File: src/touch_sense_defines.svh
// constants for the touch-sense global configuration bank
// assumes inclusion by bare name from the package and design modules
`ifndef TOUCH_SENSE_DEFINES_SVH
`define TOUCH_SENSE_DEFINES_SVH
// register offsets on the serial port
`define REG_SENS        8'h1F
`define REG_CFG         8'h20
`define REG_CFG2        8'h44
`define BUS_UNMAPPED    8'h00
// reset values and writable masks
`define SENS_RESET      8'h20
`define CFG_RESET_REV_B 8'hA0
`define CFG_RESET_REV_C 8'h20
`define CFG2_RESET      8'h40
`define SENS_MASK       8'h7F
`define CFG_MASK        8'hB8
`define CFG2_MASK       8'hFD
// field positions
`define GAIN_MSB        6
`define GAIN_LSB        4
`define BSHIFT_MSB      3
`define BSHIFT_LSB      0
`define CFG_TIMEOUT_BIT 7
`define CFG_DIGNS_BIT   5
`define CFG_LFNS_BIT    4
`define CFG_HOLD_BIT    3
// delta and base presentation
`define DELTA_POS_MAX   8'h7F
`define DELTA_NEG_MAX   8'h80
`define DELTA_ZERO      8'h00
`define BSHIFT_LIMIT    4'h8
`define BASE_MAX        8'hFF
`define GAIN_DEFAULT    3'h2
// serial byte framing
`define BYTE_BITS       4'h8
`define LAST_TX_BIT     4'h7
// timing
`define CLK_KHZ         100000
`define CLK_MHZ         100
`define SCL_LOW_MS      30
`define BUS_IDLE_US     200
`define TICK_MS         1
// hold limit decode in milliseconds
`define HOLD_MS_0  14'd560
`define HOLD_MS_1  14'd840
`define HOLD_MS_2  14'd1120
`define HOLD_MS_3  14'd1400
`define HOLD_MS_4  14'd1680
`define HOLD_MS_5  14'd2240
`define HOLD_MS_6  14'd2800
`define HOLD_MS_7  14'd3360
`define HOLD_MS_8  14'd3920
`define HOLD_MS_9  14'd4480
`define HOLD_MS_A  14'd5600
`define HOLD_MS_B  14'd6720
`define HOLD_MS_C  14'd7840
`define HOLD_MS_D  14'd8906
`define HOLD_MS_E  14'd10080
`define HOLD_MS_F  14'd11200
`endif

File: src/touch_sense_pkg.sv
// types and shared decode for the touch-sense configuration bank
// assumes the defines header is on the include path
`include "touch_sense_defines.svh"
package touch_sense_pkg;
	// serial port states, gray along address, pointer, write, read
	typedef enum logic [3:0] {
		ST_IDLE     = 4'h0,
		ST_ADDR     = 4'h1,
		ST_ADDR_ACK = 4'h3,
		ST_PTR      = 4'h2,
		ST_PTR_ACK  = 4'h6,
		ST_WR       = 4'h7,
		ST_WR_ACK   = 4'h5,
		ST_RD       = 4'h4,
		ST_RD_ACK   = 4'hC
	} bus_state_t;

	// hold limit code to milliseconds
	function automatic logic [13:0] holdLimitMs(input logic [3:0] code);
		case (code)
			4'h0: holdLimitMs = `HOLD_MS_0;
			4'h1: holdLimitMs = `HOLD_MS_1;
			4'h2: holdLimitMs = `HOLD_MS_2;
			4'h3: holdLimitMs = `HOLD_MS_3;
			4'h4: holdLimitMs = `HOLD_MS_4;
			4'h5: holdLimitMs = `HOLD_MS_5;
			4'h6: holdLimitMs = `HOLD_MS_6;
			4'h7: holdLimitMs = `HOLD_MS_7;
			4'h8: holdLimitMs = `HOLD_MS_8;
			4'h9: holdLimitMs = `HOLD_MS_9;
			4'hA: holdLimitMs = `HOLD_MS_A;
			4'hB: holdLimitMs = `HOLD_MS_B;
			4'hC: holdLimitMs = `HOLD_MS_C;
			4'hD: holdLimitMs = `HOLD_MS_D;
			4'hE: holdLimitMs = `HOLD_MS_E;
			default: holdLimitMs = `HOLD_MS_F;
		endcase
	endfunction
endpackage

File: src/touch_channel.sv
// one sensor channel: gain scaling, noise gating, hold recalibration
// assumes raw counts and strobes come from same-clock sensing logic
`timescale 1ns/1ps
`include "touch_sense_defines.svh"
module touch_channel
	import touch_sense_pkg::*;
(
	input  wire logic               sys_clk,
	input  wire logic               reset_n,
	input  wire logic [2:0]         gainCode,
	input  wire logic [3:0]         baseShift,
	input  wire logic               noiseGateOff,
	input  wire logic               lfFilterOff,
	input  wire logic               holdEnable,
	input  wire logic [3:0]         holdLimitCode,
	input  wire logic               msTick,
	input  wire logic               sampleValid,
	input  wire logic signed [15:0] rawDelta,
	input  wire logic [15:0]        rawBase,
	input  wire logic               lowFreqNoise,
	input  wire logic [7:0]         noiseThreshold,
	input  wire logic [7:0]         touchThreshold,
	output logic [7:0]              deltaCount,
	output logic [7:0]              baseShown,
	output logic                    touched,
	output logic                    recalUse,
	output logic                    recalRestart
);
	logic signed [15:0] scaled;    // delta after gain shift
	logic [7:0]         deltaNext; // presented delta
	logic               blocked;   // low-frequency noise block
	logic               touchNext; // delta above touch threshold
	logic               discard;   // sample kept out of recal
	logic [15:0]        baseWide;  // base after readout shift
	logic [13:0]        holdMs;    // milliseconds touched

	// clamp to eight-bit two's complement
	function automatic logic [7:0] sat8(input logic signed [15:0] v);
		if (v > $signed({8'h00, `DELTA_POS_MAX}))
			sat8 = `DELTA_POS_MAX;
		else if (v < $signed({8'hFF, `DELTA_NEG_MAX}))
			sat8 = `DELTA_NEG_MAX;
		else
			sat8 = v[7:0];
	endfunction

	// gain: each code step halves the multiplier
	always_comb begin
		scaled    = rawDelta >>> gainCode;
		blocked   = lowFreqNoise && !lfFilterOff;
		deltaNext = blocked ? `DELTA_ZERO : sat8(scaled);
		touchNext = $signed({deltaNext[7], deltaNext}) >
			$signed({1'b0, touchThreshold});
		// in-band noise is only gated while the gate is on
		discard   = blocked || (!noiseGateOff && !touchNext &&
			($signed({deltaNext[7], deltaNext}) >
			$signed({1'b0, noiseThreshold})));
		// codes above the top scale clamp to it
		baseWide  = rawBase >> ((baseShift > `BSHIFT_LIMIT) ?
			`BSHIFT_LIMIT : baseShift);
	end

	// delta and touch update once per sensing strobe; recalUse pulses for that one cycle
	always_ff @(posedge sys_clk) begin
		if (!reset_n) begin
			deltaCount <= `DELTA_ZERO;
			touched    <= 1'b0;
			recalUse   <= 1'b0;
		end else begin
			recalUse <= sampleValid && !touchNext && !discard;
			if (sampleValid) begin
				deltaCount <= deltaNext;
				touched    <= touchNext;
			end
		end
	end

	// base readout: presentation only, never feeds detection
	always_ff @(posedge sys_clk) begin
		if (!reset_n)
			baseShown <= `DELTA_ZERO;
		else if (sampleValid)
			baseShown <= (|baseWide[15:8]) ? `BASE_MAX : baseWide[7:0];
	end

	// hold timer: counts milliseconds of continuous touch
	always_ff @(posedge sys_clk) begin
		if (!reset_n) begin
			holdMs       <= 14'h0000;
			recalRestart <= 1'b0;
		end else begin
			recalRestart <= 1'b0;
			if (!touched || !holdEnable)
				holdMs <= 14'h0000;
			else if (msTick) begin
				if (holdMs >= holdLimitMs(holdLimitCode)) begin
					recalRestart <= 1'b1;
					holdMs       <= 14'h0000;
				end else
					holdMs <= holdMs + 14'h0001;
			end
		end
	end
endmodule

File: src/touch_sense_config.sv
// global configuration bank with its serial register port
// assumes: serial pins are asynchronous, sensing strobes share sys_clk
// Function
// - gain code halves multiplier, 32x default
// - scale each delta by selected gain
// - top bit weighs 64 to 8192 counts
// - base scale shifts presentation 1x to 256x
// - base scale affects presentation only
// - timeout abandons transfer after 30ms low clock
// - timeout resets port after 200us idle high
// - timeout off disables both bus timers
// - timeout bit resets per functional revision
// - noise gate drops in-band samples from recal
// - gate off: sub-threshold deltas feed recal
// - filter on zeroes delta under low-frequency noise
// - filter off never blocks for noise
// - hold recal off: no recal on touch
// - hold recal on: restart after hold limit
// - hold limit decodes 560ms to 11200ms
// - delta saturates at 7Fh and 80h
`timescale 1ns/1ps
`include "touch_sense_defines.svh"
module touch_sense_config
	import touch_sense_pkg::*;
#(
	parameter logic [6:0] SLAVE_ADDR    = 7'h28, // arbitrary default
	parameter bit         REV_B         = 1'b0,  // reset flavour
	parameter int unsigned LOW_CYCLES   = `SCL_LOW_MS * `CLK_KHZ,
	parameter int unsigned IDLE_CYCLES  = `BUS_IDLE_US * `CLK_MHZ,
	parameter int unsigned MS_CYCLES    = `TICK_MS * `CLK_KHZ
)
(
	input  wire logic        sys_clk,
	input  wire logic        reset_n,
	input  wire logic        sclIn,
	input  wire logic        sdaIn,
	output logic             sdaOut,
	output logic             sdaOe,
	input  wire logic [2:0]  sampleValid,
	input  wire logic [47:0] rawDelta,
	input  wire logic [47:0] rawBase,
	input  wire logic [2:0]  lowFreqNoise,
	input  wire logic [23:0] noiseThreshold,
	input  wire logic [23:0] touchThreshold,
	input  wire logic [3:0]  holdLimitCode,
	output logic [23:0]      deltaCount,
	output logic [23:0]      baseShown,
	output logic [2:0]       touched,
	output logic [2:0]       recalUse,
	output logic [2:0]       recalRestart,
	output logic             linkedTransitionInvert,
	output logic             alertPinPolarity,
	output logic             sensorPowerdownBlock,
	output logic             polarityMirrorUnlink,
	output logic             radioNoiseOnlyFlags,
	output logic             radioNoiseFilterOff,
	output logic             releaseIrqSuppress
);
	localparam logic [7:0] CFG_RESET =
		REV_B ? `CFG_RESET_REV_B : `CFG_RESET_REV_C;

	logic [7:0]  sensReg;   // gain and base scale
	logic [7:0]  cfgReg;    // global configuration
	logic [7:0]  cfg2Reg;   // second configuration
	logic [1:0]  sclSync;   // clock pin synchroniser
	logic [1:0]  sdaSync;   // data pin synchroniser
	logic        sclLast;   // previous synced clock
	logic        sdaLast;   // previous synced data
	logic        sclRise;   // clock rising edge
	logic        sclFall;   // clock falling edge
	logic        startCond; // start or repeated start
	logic        stopCond;  // stop
	bus_state_t  stateReg;  // port state
	logic [3:0]  bitCnt;    // bits in current byte
	logic [7:0]  shiftReg;  // received byte
	logic [7:0]  txReg;     // byte being sent
	logic [7:0]  ptrReg;    // register pointer
	logic        rwReg;     // read request
	logic        nackReg;   // host refused further reads
	logic [31:0] lowCnt;    // clock held low time
	logic [31:0] idleCnt;   // both lines high time
	logic        lowAbort;  // clock held too long
	logic        idleAbort; // bus idle too long
	logic        byteDone;  // eighth bit taken at fall
	logic        wrStrobe;  // data byte written
	logic [31:0] tickCnt;   // millisecond prescaler
	logic        msTick;    // one-millisecond pulse

	// read decode; unmapped pointers give zero
	function automatic logic [7:0] readReg(input logic [7:0] p,
		input logic [7:0] s, input logic [7:0] c, input logic [7:0] c2);
		case (p)
			`REG_SENS: readReg = s;
			`REG_CFG:  readReg = c;
			`REG_CFG2: readReg = c2;
			default:   readReg = `BUS_UNMAPPED;
		endcase
	endfunction

	// two flops before any logic looks at the pins
	always_ff @(posedge sys_clk) begin
		if (!reset_n) begin
			sclSync <= 2'h3;
			sdaSync <= 2'h3;
			sclLast <= 1'b1;
			sdaLast <= 1'b1;
		end else begin
			sclSync <= {sclSync[0], sclIn};
			sdaSync <= {sdaSync[0], sdaIn};
			sclLast <= sclSync[1];
			sdaLast <= sdaSync[1];
		end
	end

	// line events, all from the second synchroniser stage
	always_comb begin
		sclRise   = sclSync[1] && !sclLast;
		sclFall   = !sclSync[1] && sclLast;
		startCond = sclSync[1] && sclLast && !sdaSync[1] && sdaLast;
		stopCond  = sclSync[1] && sclLast && sdaSync[1] && !sdaLast;
		byteDone  = sclFall && (bitCnt == `BYTE_BITS);
		wrStrobe  = byteDone && (stateReg == ST_WR);
	end

	// held-low clock timer, only inside a transfer
	always_ff @(posedge sys_clk) begin
		if (!reset_n || !cfgReg[`CFG_TIMEOUT_BIT] || sclSync[1] ||
			stateReg == ST_IDLE)
			lowCnt <= 32'h0000_0000;
		else if (!lowAbort)
			lowCnt <= lowCnt + 32'h0000_0001;
	end
	assign lowAbort = (lowCnt == LOW_CYCLES) && !sclSync[1];

	// idle-high timer; saturates so the reset fires once
	always_ff @(posedge sys_clk) begin
		if (!reset_n || !cfgReg[`CFG_TIMEOUT_BIT] || !sclSync[1] ||
			!sdaSync[1])
			idleCnt <= 32'h0000_0000;
		else if (idleCnt != IDLE_CYCLES)
			idleCnt <= idleCnt + 32'h0000_0001;
	end
	assign idleAbort = (idleCnt == IDLE_CYCLES - 1) && sclSync[1] &&
		sdaSync[1];

	// serial port sequencing
	always_ff @(posedge sys_clk) begin
		if (!reset_n || lowAbort || idleAbort || stopCond) begin
			stateReg <= ST_IDLE;
			bitCnt   <= 4'h0;
		end else if (startCond) begin
			stateReg <= ST_ADDR;
			bitCnt   <= 4'h0;
		end else begin
			case (stateReg)
				ST_ADDR, ST_PTR, ST_WR: begin
					if (sclRise)
						bitCnt <= bitCnt + 4'h1;
					else if (byteDone) begin
						bitCnt <= 4'h0;
						case (stateReg)
							ST_ADDR: stateReg <= (shiftReg[7:1] == SLAVE_ADDR) ?
								ST_ADDR_ACK : ST_IDLE;
							ST_PTR:  stateReg <= ST_PTR_ACK;
							default: stateReg <= ST_WR_ACK;
						endcase
					end
				end
				ST_ADDR_ACK: begin
					if (sclFall)
						stateReg <= rwReg ? ST_RD : ST_PTR;
				end
				ST_PTR_ACK, ST_WR_ACK: begin
					if (sclFall)
						stateReg <= ST_WR;
				end
				ST_RD: begin
					if (sclFall) begin
						bitCnt <= (bitCnt == `LAST_TX_BIT) ? 4'h0 : bitCnt + 4'h1;
						if (bitCnt == `LAST_TX_BIT)
							stateReg <= ST_RD_ACK;
					end
				end
				ST_RD_ACK: begin
					// a host nack ends the read burst
					if (sclFall)
						stateReg <= nackReg ? ST_IDLE : ST_RD;
				end
				default: stateReg <= ST_IDLE;
			endcase
		end
	end

	// receive shifter and direction / ack capture
	always_ff @(posedge sys_clk) begin
		if (!reset_n) begin
			shiftReg <= 8'h00;
			rwReg    <= 1'b0;
			nackReg  <= 1'b1;
		end else begin
			if (sclRise && (stateReg == ST_ADDR || stateReg == ST_PTR ||
				stateReg == ST_WR))
				shiftReg <= {shiftReg[6:0], sdaSync[1]};
			if (byteDone && stateReg == ST_ADDR)
				rwReg <= shiftReg[0];
			if (sclRise && stateReg == ST_RD_ACK)
				nackReg <= sdaSync[1];
		end
	end

	// pointer and transmit byte; pointer steps after each data byte
	always_ff @(posedge sys_clk) begin
		if (!reset_n) begin
			ptrReg <= 8'h00;
			txReg  <= 8'h00;
		end else if (sclFall && ((stateReg == ST_ADDR_ACK && rwReg) ||
			(stateReg == ST_RD_ACK && !nackReg))) begin
			txReg  <= readReg(ptrReg, sensReg, cfgReg, cfg2Reg);
			ptrReg <= ptrReg + 8'h01;
		end else if (sclFall && stateReg == ST_RD)
			txReg <= {txReg[6:0], 1'b0};
		else if (byteDone && stateReg == ST_PTR)
			ptrReg <= shiftReg;
		else if (wrStrobe)
			ptrReg <= ptrReg + 8'h01;
	end

	// open-drain data: only ever pulls low
	assign sdaOut = 1'b0;
	assign sdaOe  = (stateReg == ST_ADDR_ACK) || (stateReg == ST_PTR_ACK) ||
		(stateReg == ST_WR_ACK) || (stateReg == ST_RD && !txReg[7]);

	// register bank; masks keep unused bits at zero
	always_ff @(posedge sys_clk) begin
		if (!reset_n) begin
			sensReg <= `SENS_RESET;
			cfgReg  <= CFG_RESET;
			cfg2Reg <= `CFG2_RESET;
		end else if (wrStrobe) begin
			case (ptrReg)
				`REG_SENS: sensReg <= shiftReg & `SENS_MASK;
				`REG_CFG:  cfgReg  <= shiftReg & `CFG_MASK;
				`REG_CFG2: cfg2Reg <= shiftReg & `CFG2_MASK;
				default:   sensReg <= sensReg;
			endcase
		end
	end

	// second-configuration bits go to their owners
	always_comb begin
		linkedTransitionInvert = cfg2Reg[7];
		alertPinPolarity       = cfg2Reg[6];
		sensorPowerdownBlock   = cfg2Reg[5];
		polarityMirrorUnlink   = cfg2Reg[4];
		radioNoiseOnlyFlags    = cfg2Reg[3];
		radioNoiseFilterOff    = cfg2Reg[2];
		releaseIrqSuppress     = cfg2Reg[0];
	end

	// millisecond tick shared by the hold timers
	always_ff @(posedge sys_clk) begin
		if (!reset_n || msTick)
			tickCnt <= 32'h0000_0000;
		else
			tickCnt <= tickCnt + 32'h0000_0001;
	end
	assign msTick = (tickCnt == MS_CYCLES - 1);

	// one channel per sensor input
	for (genvar i = 0; i < 3; i++) begin : gChan
		touch_channel uChan (
			.sys_clk        (sys_clk),
			.reset_n        (reset_n),
			.gainCode       (sensReg[`GAIN_MSB:`GAIN_LSB]),
			.baseShift      (sensReg[`BSHIFT_MSB:`BSHIFT_LSB]),
			.noiseGateOff   (cfgReg[`CFG_DIGNS_BIT]),
			.lfFilterOff    (cfgReg[`CFG_LFNS_BIT]),
			.holdEnable     (cfgReg[`CFG_HOLD_BIT]),
			.holdLimitCode  (holdLimitCode),
			.msTick         (msTick),
			.sampleValid    (sampleValid[i]),
			.rawDelta       (rawDelta[16*i +: 16]),
			.rawBase        (rawBase[16*i +: 16]),
			.lowFreqNoise   (lowFreqNoise[i]),
			.noiseThreshold (noiseThreshold[8*i +: 8]),
			.touchThreshold (touchThreshold[8*i +: 8]),
			.deltaCount     (deltaCount[8*i +: 8]),
			.baseShown      (baseShown[8*i +: 8]),
			.touched        (touched[i]),
			.recalUse       (recalUse[i]),
			.recalRestart   (recalRestart[i])
		);
	end
endmodule

File: config.mk
export PLATFORM = sky130hd
export DESIGN_NAME = touch_sense_config
export DESIGN_NICKNAME = d
export VERILOG_FILES = /design/src/touch_sense_pkg.sv /design/src/touch_channel.sv /design/src/touch_sense_config.sv
export VERILOG_INCLUDE_DIRS = /design/src
export SDC_FILE = /design/constraint.sdc
export NUM_CORES = 1
export LEC_CHECK = 0
export ABC_AREA = 1
export BUFFER_PORTS_ARGS = -buffer_cell sky130_fd_sc_hd__buf_2
export CAP_MARGIN = 20
export CORE_ASPECT_RATIO = 1.1
export CORE_UTILIZATION = 24
export DETAILED_ROUTE_END_ITERATION = 7
export PLACE_DENSITY_LB_ADDON = 0.05
export SYNTH_ARGS = -nofsm -noshare
export SYNTH_HDL_FRONTEND = slang
export SYNTH_SLANG_ARGS = --single-unit
File: constraint.sdc
create_clock -name sys_clk -period 4 [get_ports sys_clk]
set_clock_uncertainty 0.2 [all_clocks]
set_input_delay 0 -clock sys_clk [delete_from_list [all_inputs] [get_ports sys_clk]]
set_output_delay 0 -clock sys_clk [all_outputs]
set_load 0.005 [all_outputs]
Word level (Yosys, flattened, before mapping)
Memories as Yosys holds them, arrays and structs flattened.
Cells that the tools add are included.
Widths: inputs -> output; s select.
- bitwise gates (word level): 2
- shifts and indexed selects: 6
- add/subtract/negate cells: 8
- $lt $le $gt $ge: 16
- muxes and demuxes: 53
- eq/ne operators: 34
- reductions and logical operators: 100
- operators with widths (cell ; number):
    $mux 14 ; 12
    $mux 8 ; 18
    $add 32x1->32 const B ; 3
    $gt 8x9->1 ; 6
    $gt 16x8->1 const B ; 3
    $lt 16x8->1 const B ; 3
    $mux 4 ; 12
    $shr 16x4->16 ; 3
    $sshr 16x3->16 ; 3
    $add 14x1->14 const B ; 3
    $ge 14x14->1 ; 3
    $logic_and 1x1->1 ; 36
    $eq 32x15->1 const B ; 1
    $eq 32x17->1 const B ; 1
    $eq 32x22->1 const B ; 1
    $ne 32x15->1 const B ; 1
    $ne 3x3->1 const B ; 8
    $pmux 8 s3 ; 1
    $reduce_or 8->1 ; 3
    $logic_or 1x1->1 ; 21
    $eq 4x3->1 const B ; 5
    $logic_not 1->1 ; 20
    $pmux 4 s5 ; 1
    $ne 2x2->1 const B ; 8
    24 further kinds ; 43
- ROM bits: 576
- register bits: 253
- bits of input ports: 158
- output and inout port bits: 66
- memories kept: 3
- memory list (name ; depth ; width ; read ports ; clocked after memory_dff ; write ports ; line ; source):
    (name not given) ; 16 ; 12 ; 1 ; 0 ; 0 ; touch_sense_pkg.sv:20 ; case (code)
    (name not given) ; 16 ; 12 ; 1 ; 0 ; 0 ; touch_sense_pkg.sv:20 ;
    (name not given) ; 16 ; 12 ; 1 ; 0 ; 0 ; touch_sense_pkg.sv:20 ;

Longest topological paths before layout
- depth after elaboration: 12
- depth in mapped cells: 25
- gate-level depth less buffers: 23

Modules after synthesis
Synthesis repeated with hierarchy kept, for this count alone.
- cell total of the unflattened synthesis: 3148
- area total of the unflattened synthesis: 19338.5 µm²
- by module, submodules not included (module ; cells an instance ; instances ; area each (µm²)):
    touch_sense_config ; 1288 ; 1 ; 8319.2
    touch_channel (gChan[0].uChan ...) ; 604 ; 2 ; 3597.2
    touch_channel (gChan[1].uChan) ; 652 ; 1 ; 3824.9

Worst setup path before layout
Ideal clock, no wire load.
- path kind: reg2reg
- start point: register sensReg[4]
- end point: register gChan[1].uChan.touched
- stages on the path, launching flop included: 21
- setup slack: 1.315 ns
- data required time: 3.736 ns
- arrival: 2.421 ns
- buffers on the path: 3
- cell sequence: dfxtp_1 buf_6 buf_4 buf_2 nand2_1 o21ai_0 o21ai_0 nor2_1 a31oi_1 nand2_1 nand2_1 inv_1 ha_1 nand2_1 nor2_1 nand4_1 nand4_1 nand2_1 o21ai_0 nand2_1 nor2_1
- word-level cells in the longest chain between the ends: 6
- elaborated cells on any way between the ends: 7
- ends and longest elaborated chain (element ; line ; source):
    start, declared ; touch_sense_config.sv:62 ; logic [7:0] sensReg;
    start signal, assigned ; touch_sense_config.sv:236 ; sensReg <= `SENS_RESET;
    start signal, assigned ; touch_sense_config.sv:241 ; `REG_SENS: sensReg <= shiftReg & `SENS_MASK;
    start signal, assigned ; touch_sense_config.sv:244 ; default: sensReg <= sensReg;
    $sshr 16x3->16 (*) ; touch_channel.sv:49 ; scaled = rawDelta >>> gainCode;
    $lt 16x8->1 ; touch_channel.sv:41 ; else if (v < $signed({8'hFF, `DELTA_NEG_MAX}))
    $mux 8 ; touch_channel.sv:41 ;
    $mux 8 (*) ; touch_channel.sv:39 ; if (v > $signed({8'h00, `DELTA_POS_MAX}))
    $mux 8 (*) ; touch_channel.sv:51 ; deltaNext = blocked ? `DELTA_ZERO : sat8(scaled);
    named net gChan[1].uChan.deltaNext[4] ; touch_channel.sv:30 ; logic [7:0] deltaNext;
    $gt 8x9->1 (*) ; touch_channel.sv:52 ; touchNext = $signed({deltaNext[7], deltaNext}) >
    end signal, assigned ; touch_channel.sv:73 ; touched <= touchNext;
    end, declared ; touch_channel.sv:25 ; output logic touched,
The timed path passes the listed nets; every way through them passes the cells marked *.
A chain may end at the register's enable or synchronous reset.

Worst setup path in the final report
- start point: register sensReg[5]
- end point: register gChan[2].uChan.recalUse
- word-level cells in the longest chain between the ends: 12
- elaborated cells on any way between the ends: 15
- ends and longest elaborated chain (element ; line ; source):
    $sshr 16x3->16 (*) ; touch_channel.sv:49 ;
    $lt 16x8->1 ; touch_channel.sv:41 ;
    $mux 8 ; touch_channel.sv:41 ;
    $mux 8 (*) ; touch_channel.sv:39 ;
    $mux 8 (*) ; touch_channel.sv:51 ;
    named net gChan[2].uChan.deltaNext[6] ; touch_channel.sv:30 ;
    $gt 8x9->1 ; touch_channel.sv:52 ;
    $logic_not 1->1 ; touch_channel.sv:55, touch_channel.sv:70 ;
    $logic_and 1x1->1 (2 in a row) ; touch_channel.sv:55 ; discard = blocked || (!noiseGateOff && !touchNext &&
    $logic_or 1x1->1 ; touch_channel.sv:55 ;
    $logic_not 1->1 ; touch_channel.sv:70 ; recalUse <= sampleValid && !touchNext && !discard;
    $logic_and 1x1->1 (*) ; touch_channel.sv:70 ;
    end signal, assigned ; touch_channel.sv:70 ;
    end, declared ; touch_channel.sv:26 ; output logic recalUse,
Marks and branches as above.

==> reports/qor.csv <==
metric;value;unit
status;finished, final reports clean;
EDFF count, synth;0;
vias per std cell;4.59;
initial antenna violation count;0;
routability cong.;0.826;
HPWL after DPL;48.9;mm
Pre-Repair DR Iteration Count;5;
Slew headroom;0.468;
count of standard-cell rows;105;
CTS sink count;253;
PortBufs;222;
fillers;8315;
largest net degree at the start of global routing;63;
first-pass GRT wire length;103;mm
worst min-delay path startpoint;rawDelta[19];
CTS tree;built;
Final nets;3494;
Placed Cells;4067;
register area share after synthesis;0.277;
largest area contributor in the netlist;dfxtp_1;
grt ovf;0;
Remaining DRCs;0;
core area;75000;um2
post-route minimum period;3.74;ns
Root Driver;clkbuf_16;
MaxCap Viol Count;0;
Synth area leaders;dfxtp_1 (28%), nand2_1 (15%), inv_1 (7.5%);
endpoints failing setup;0;
Synth Net Count;3175;
area share of the largest cell type after synthesis;0.277;
share of flip-flops with an asynchronous set or reset;0;
DIE HEIGHT;291;um
worst-path cell chain;inv_2 -> buf_12 -> nand3_1 -> dlygate4sd3_1 -> a31oi_2 -> nand2_1 -> nand2_1 -> inv_1 -> ha_1 -> nand2_1 -> inv_1 -> o21ai_0 -> nand4_1 -> nand3_1 -> nand2_1 -> inv_1 -> nand3_1 -> dlygate4sd3_1 -> nor2_1;
Mapped Area;18300;um2
PwrDens;311;nW/um2
endpoint class of the critical path;flip-flop;
Post-Route Setup TNS;0;ns
worst skew pair latency;0.55;ns
dpl cell area;20300;um2
worst slack at placement;0.721;ns
crit-path most repeated cell;nand2_1;
critical path class;flip-flop to flip-flop;
most instantiated cells after synthesis;nand2_1 (728), inv_1 (364), nor2_1 (274), dfxtp_1 (253), o21ai_0 (239);
Most used DFF post-synth;dfxtp_1;
data required time of the worst path;4.29;ns
syn avg cell area;6.28;um2
Starting Density;0.244;
Final Max Tran Viols;0;
CP bufs+invs;7;
Arr. time, crit path;4.03;ns
clk slew on worst S/H paths;0.06;ns
CTS Buffer Depth;3;
total CTS buffers;37;
area grow syn2layout;26.5;%
fmax;267;MHz
n_diodes;0;
H-tree depth;2;
Routed Antenna Nets;0;
count leader, synth;nand2_1;
io pins;224;
Final Non-Filler Cells;4273;
Final Hold Viols;0;
crit path launch;sensReg[5];
DR WL/cell;15.0;um
HP Class;input port to flip-flop;
initial drt markers;982;
startpoint types;flip-flop;
Max VDD drop;0.000218;V
Synth cell types;59;
#FFs+latches synth;253;
Chip Width;265;um
yosys warns;0;
GRT Util Overall;0.163;
vias in the first global route;19300;
CP peak stage delay;0.59;ns
Pleak;10.0;nW
drt total wl;64.0;mm
launching point of the worst reg2reg path;sensReg[5];
via count;19600;
RSZ-0062 raised after global routing;true;
Final period util;0.936;
CP max stage cell;dlygate4sd3_1;
overall die area;77300;um2
Post-Syn Instances;2910;
Setup WS post-layout;0.256;ns
share of cells above drive strength 1;0.115;
Worst-Margin Slew;0.797;ns
Critical Path Fanout Max;22;
power consumption;7.20;mW
final cell area excluding filler cells;23100;um2
family with the most delay on the worst path;buffers and inverters;
-- repair_timing --
action	in CTS	in global routing
setup buffers	0	1
endpoints found under the setup margin	0	11
hold buffers	137	0
gates resized for setup	0	14
hold endpoints to repair	72	0
-- final timing paths --
| path | to | slack, ns | depth (start not counted) |
|---|---|---|---|
| setup / recovery | gChan[2].uChan.recalUse | 0.26 | 19 |
| hold / removal | gChan[1].uChan.deltaCount[1] | 0.002 | 9 |
| setup reg to reg | gChan[2].uChan.recalUse | 0.26 | 19 |
| hold reg to reg | sclSync[1] | 0.22 | 1 |
-- stage by stage --
step           hold slack [ns]   util
2_1_floorplan          -0.0934      -
3_3_place_gp            0.0750  0.271
3_5_place_dp            0.0695  0.271
4_1_cts               0.000372  0.307
5_1_grt                 0.0425  0.308
6_report               0.00214  0.308
-- cell families after synthesis --
| logic type | Yosys count | share of synthesized area |
|---|---|---|
| mux | 8 | 0.00438 |
| compound gates | 568 | 0.167 |
| flops | 253 | 0.277 |
| xor+xnor | 43 | 0.0206 |
| other cells | 1 | 0.000205 |
| buf+inv | 477 | 0.108 |
| simple gates | 1453 | 0.349 |
| fa+ha+maj | 107 | 0.0732 |
-- state kept, by name (all words and copies together) (netlist names) --
signal,cells
gChan.uChan.deltaCount,24
sclSync,2
nackReg,1
gChan.uChan.baseShown,24
sensReg,7
gChan.uChan.touched,3
cfg2Reg,7
gChan.uChan.recalRestart,3
cfgReg,4
gChan.uChan.recalUse,3
rwReg,1
tickCnt,32
sclLast,1
shiftReg,8
sdaLast,1
idleCnt,32
stateReg,4
gChan.uChan.holdMs,42
txReg,8
lowCnt,32
ptrReg,8
bitCnt,4
sdaSync,2
-- power by group --
part / switching (mW) / internal (mW)
clock network: 1.33 / 2.39
registers: 0.0354 / 2.57
logic: 0.511 / 0.356
total: 1.88 / 5.32
-- placed cells by master (no fill, tap or decap), drive strengths merged, types with 107 or more instances in the layout --
master and count:
a21oi 238, buf 247, dfxtp 253, dlygate4sd3 137, ha 107, inv 372
nand2 737, nand3 216, nor2 288, o21ai 259
-- tightest hold or removal path, cell delays in order --
cell     delay [ns]
buf_2          0.09
o21ai_0        0.11
nand2_1        0.08
nand3_1        0.07
o21ai_0        0.07
inv_1          0.04
nand2_1        0.05
nand2_1        0.09
a21oi_1        0.12
-- layout make-up --
| class | count | area (um2) | share of cell area |
|---|---|---|---|
| Timing Repair Buffer | 385 | 2740 | 0.118 |
| Clock buffer | 49 | 1060 | 0.0460 |
| Tap cell | 1016 | 1270 | 0.0550 |
| Multi-Input combinational cell | 2180 | 11300 | 0.487 |
| Sequential cell | 253 | 5070 | 0.219 |
| Inverter | 372 | 1410 | 0.0608 |
| Clock inverter | 18 | 307 | 0.0133 |
-- routing by layer --
layer / wire (um) / global-route usage / vias to the layer above
met5: 0 / 0 / -
met4: 1420 / 0.0434 / 0
met3: 2580 / 0.0287 / 77
met2: 30900 / 0.283 / 343
met1: 29000 / 0.205 / 8947
li1: - / - / 10300
Power figures use the tool's default switching activity.
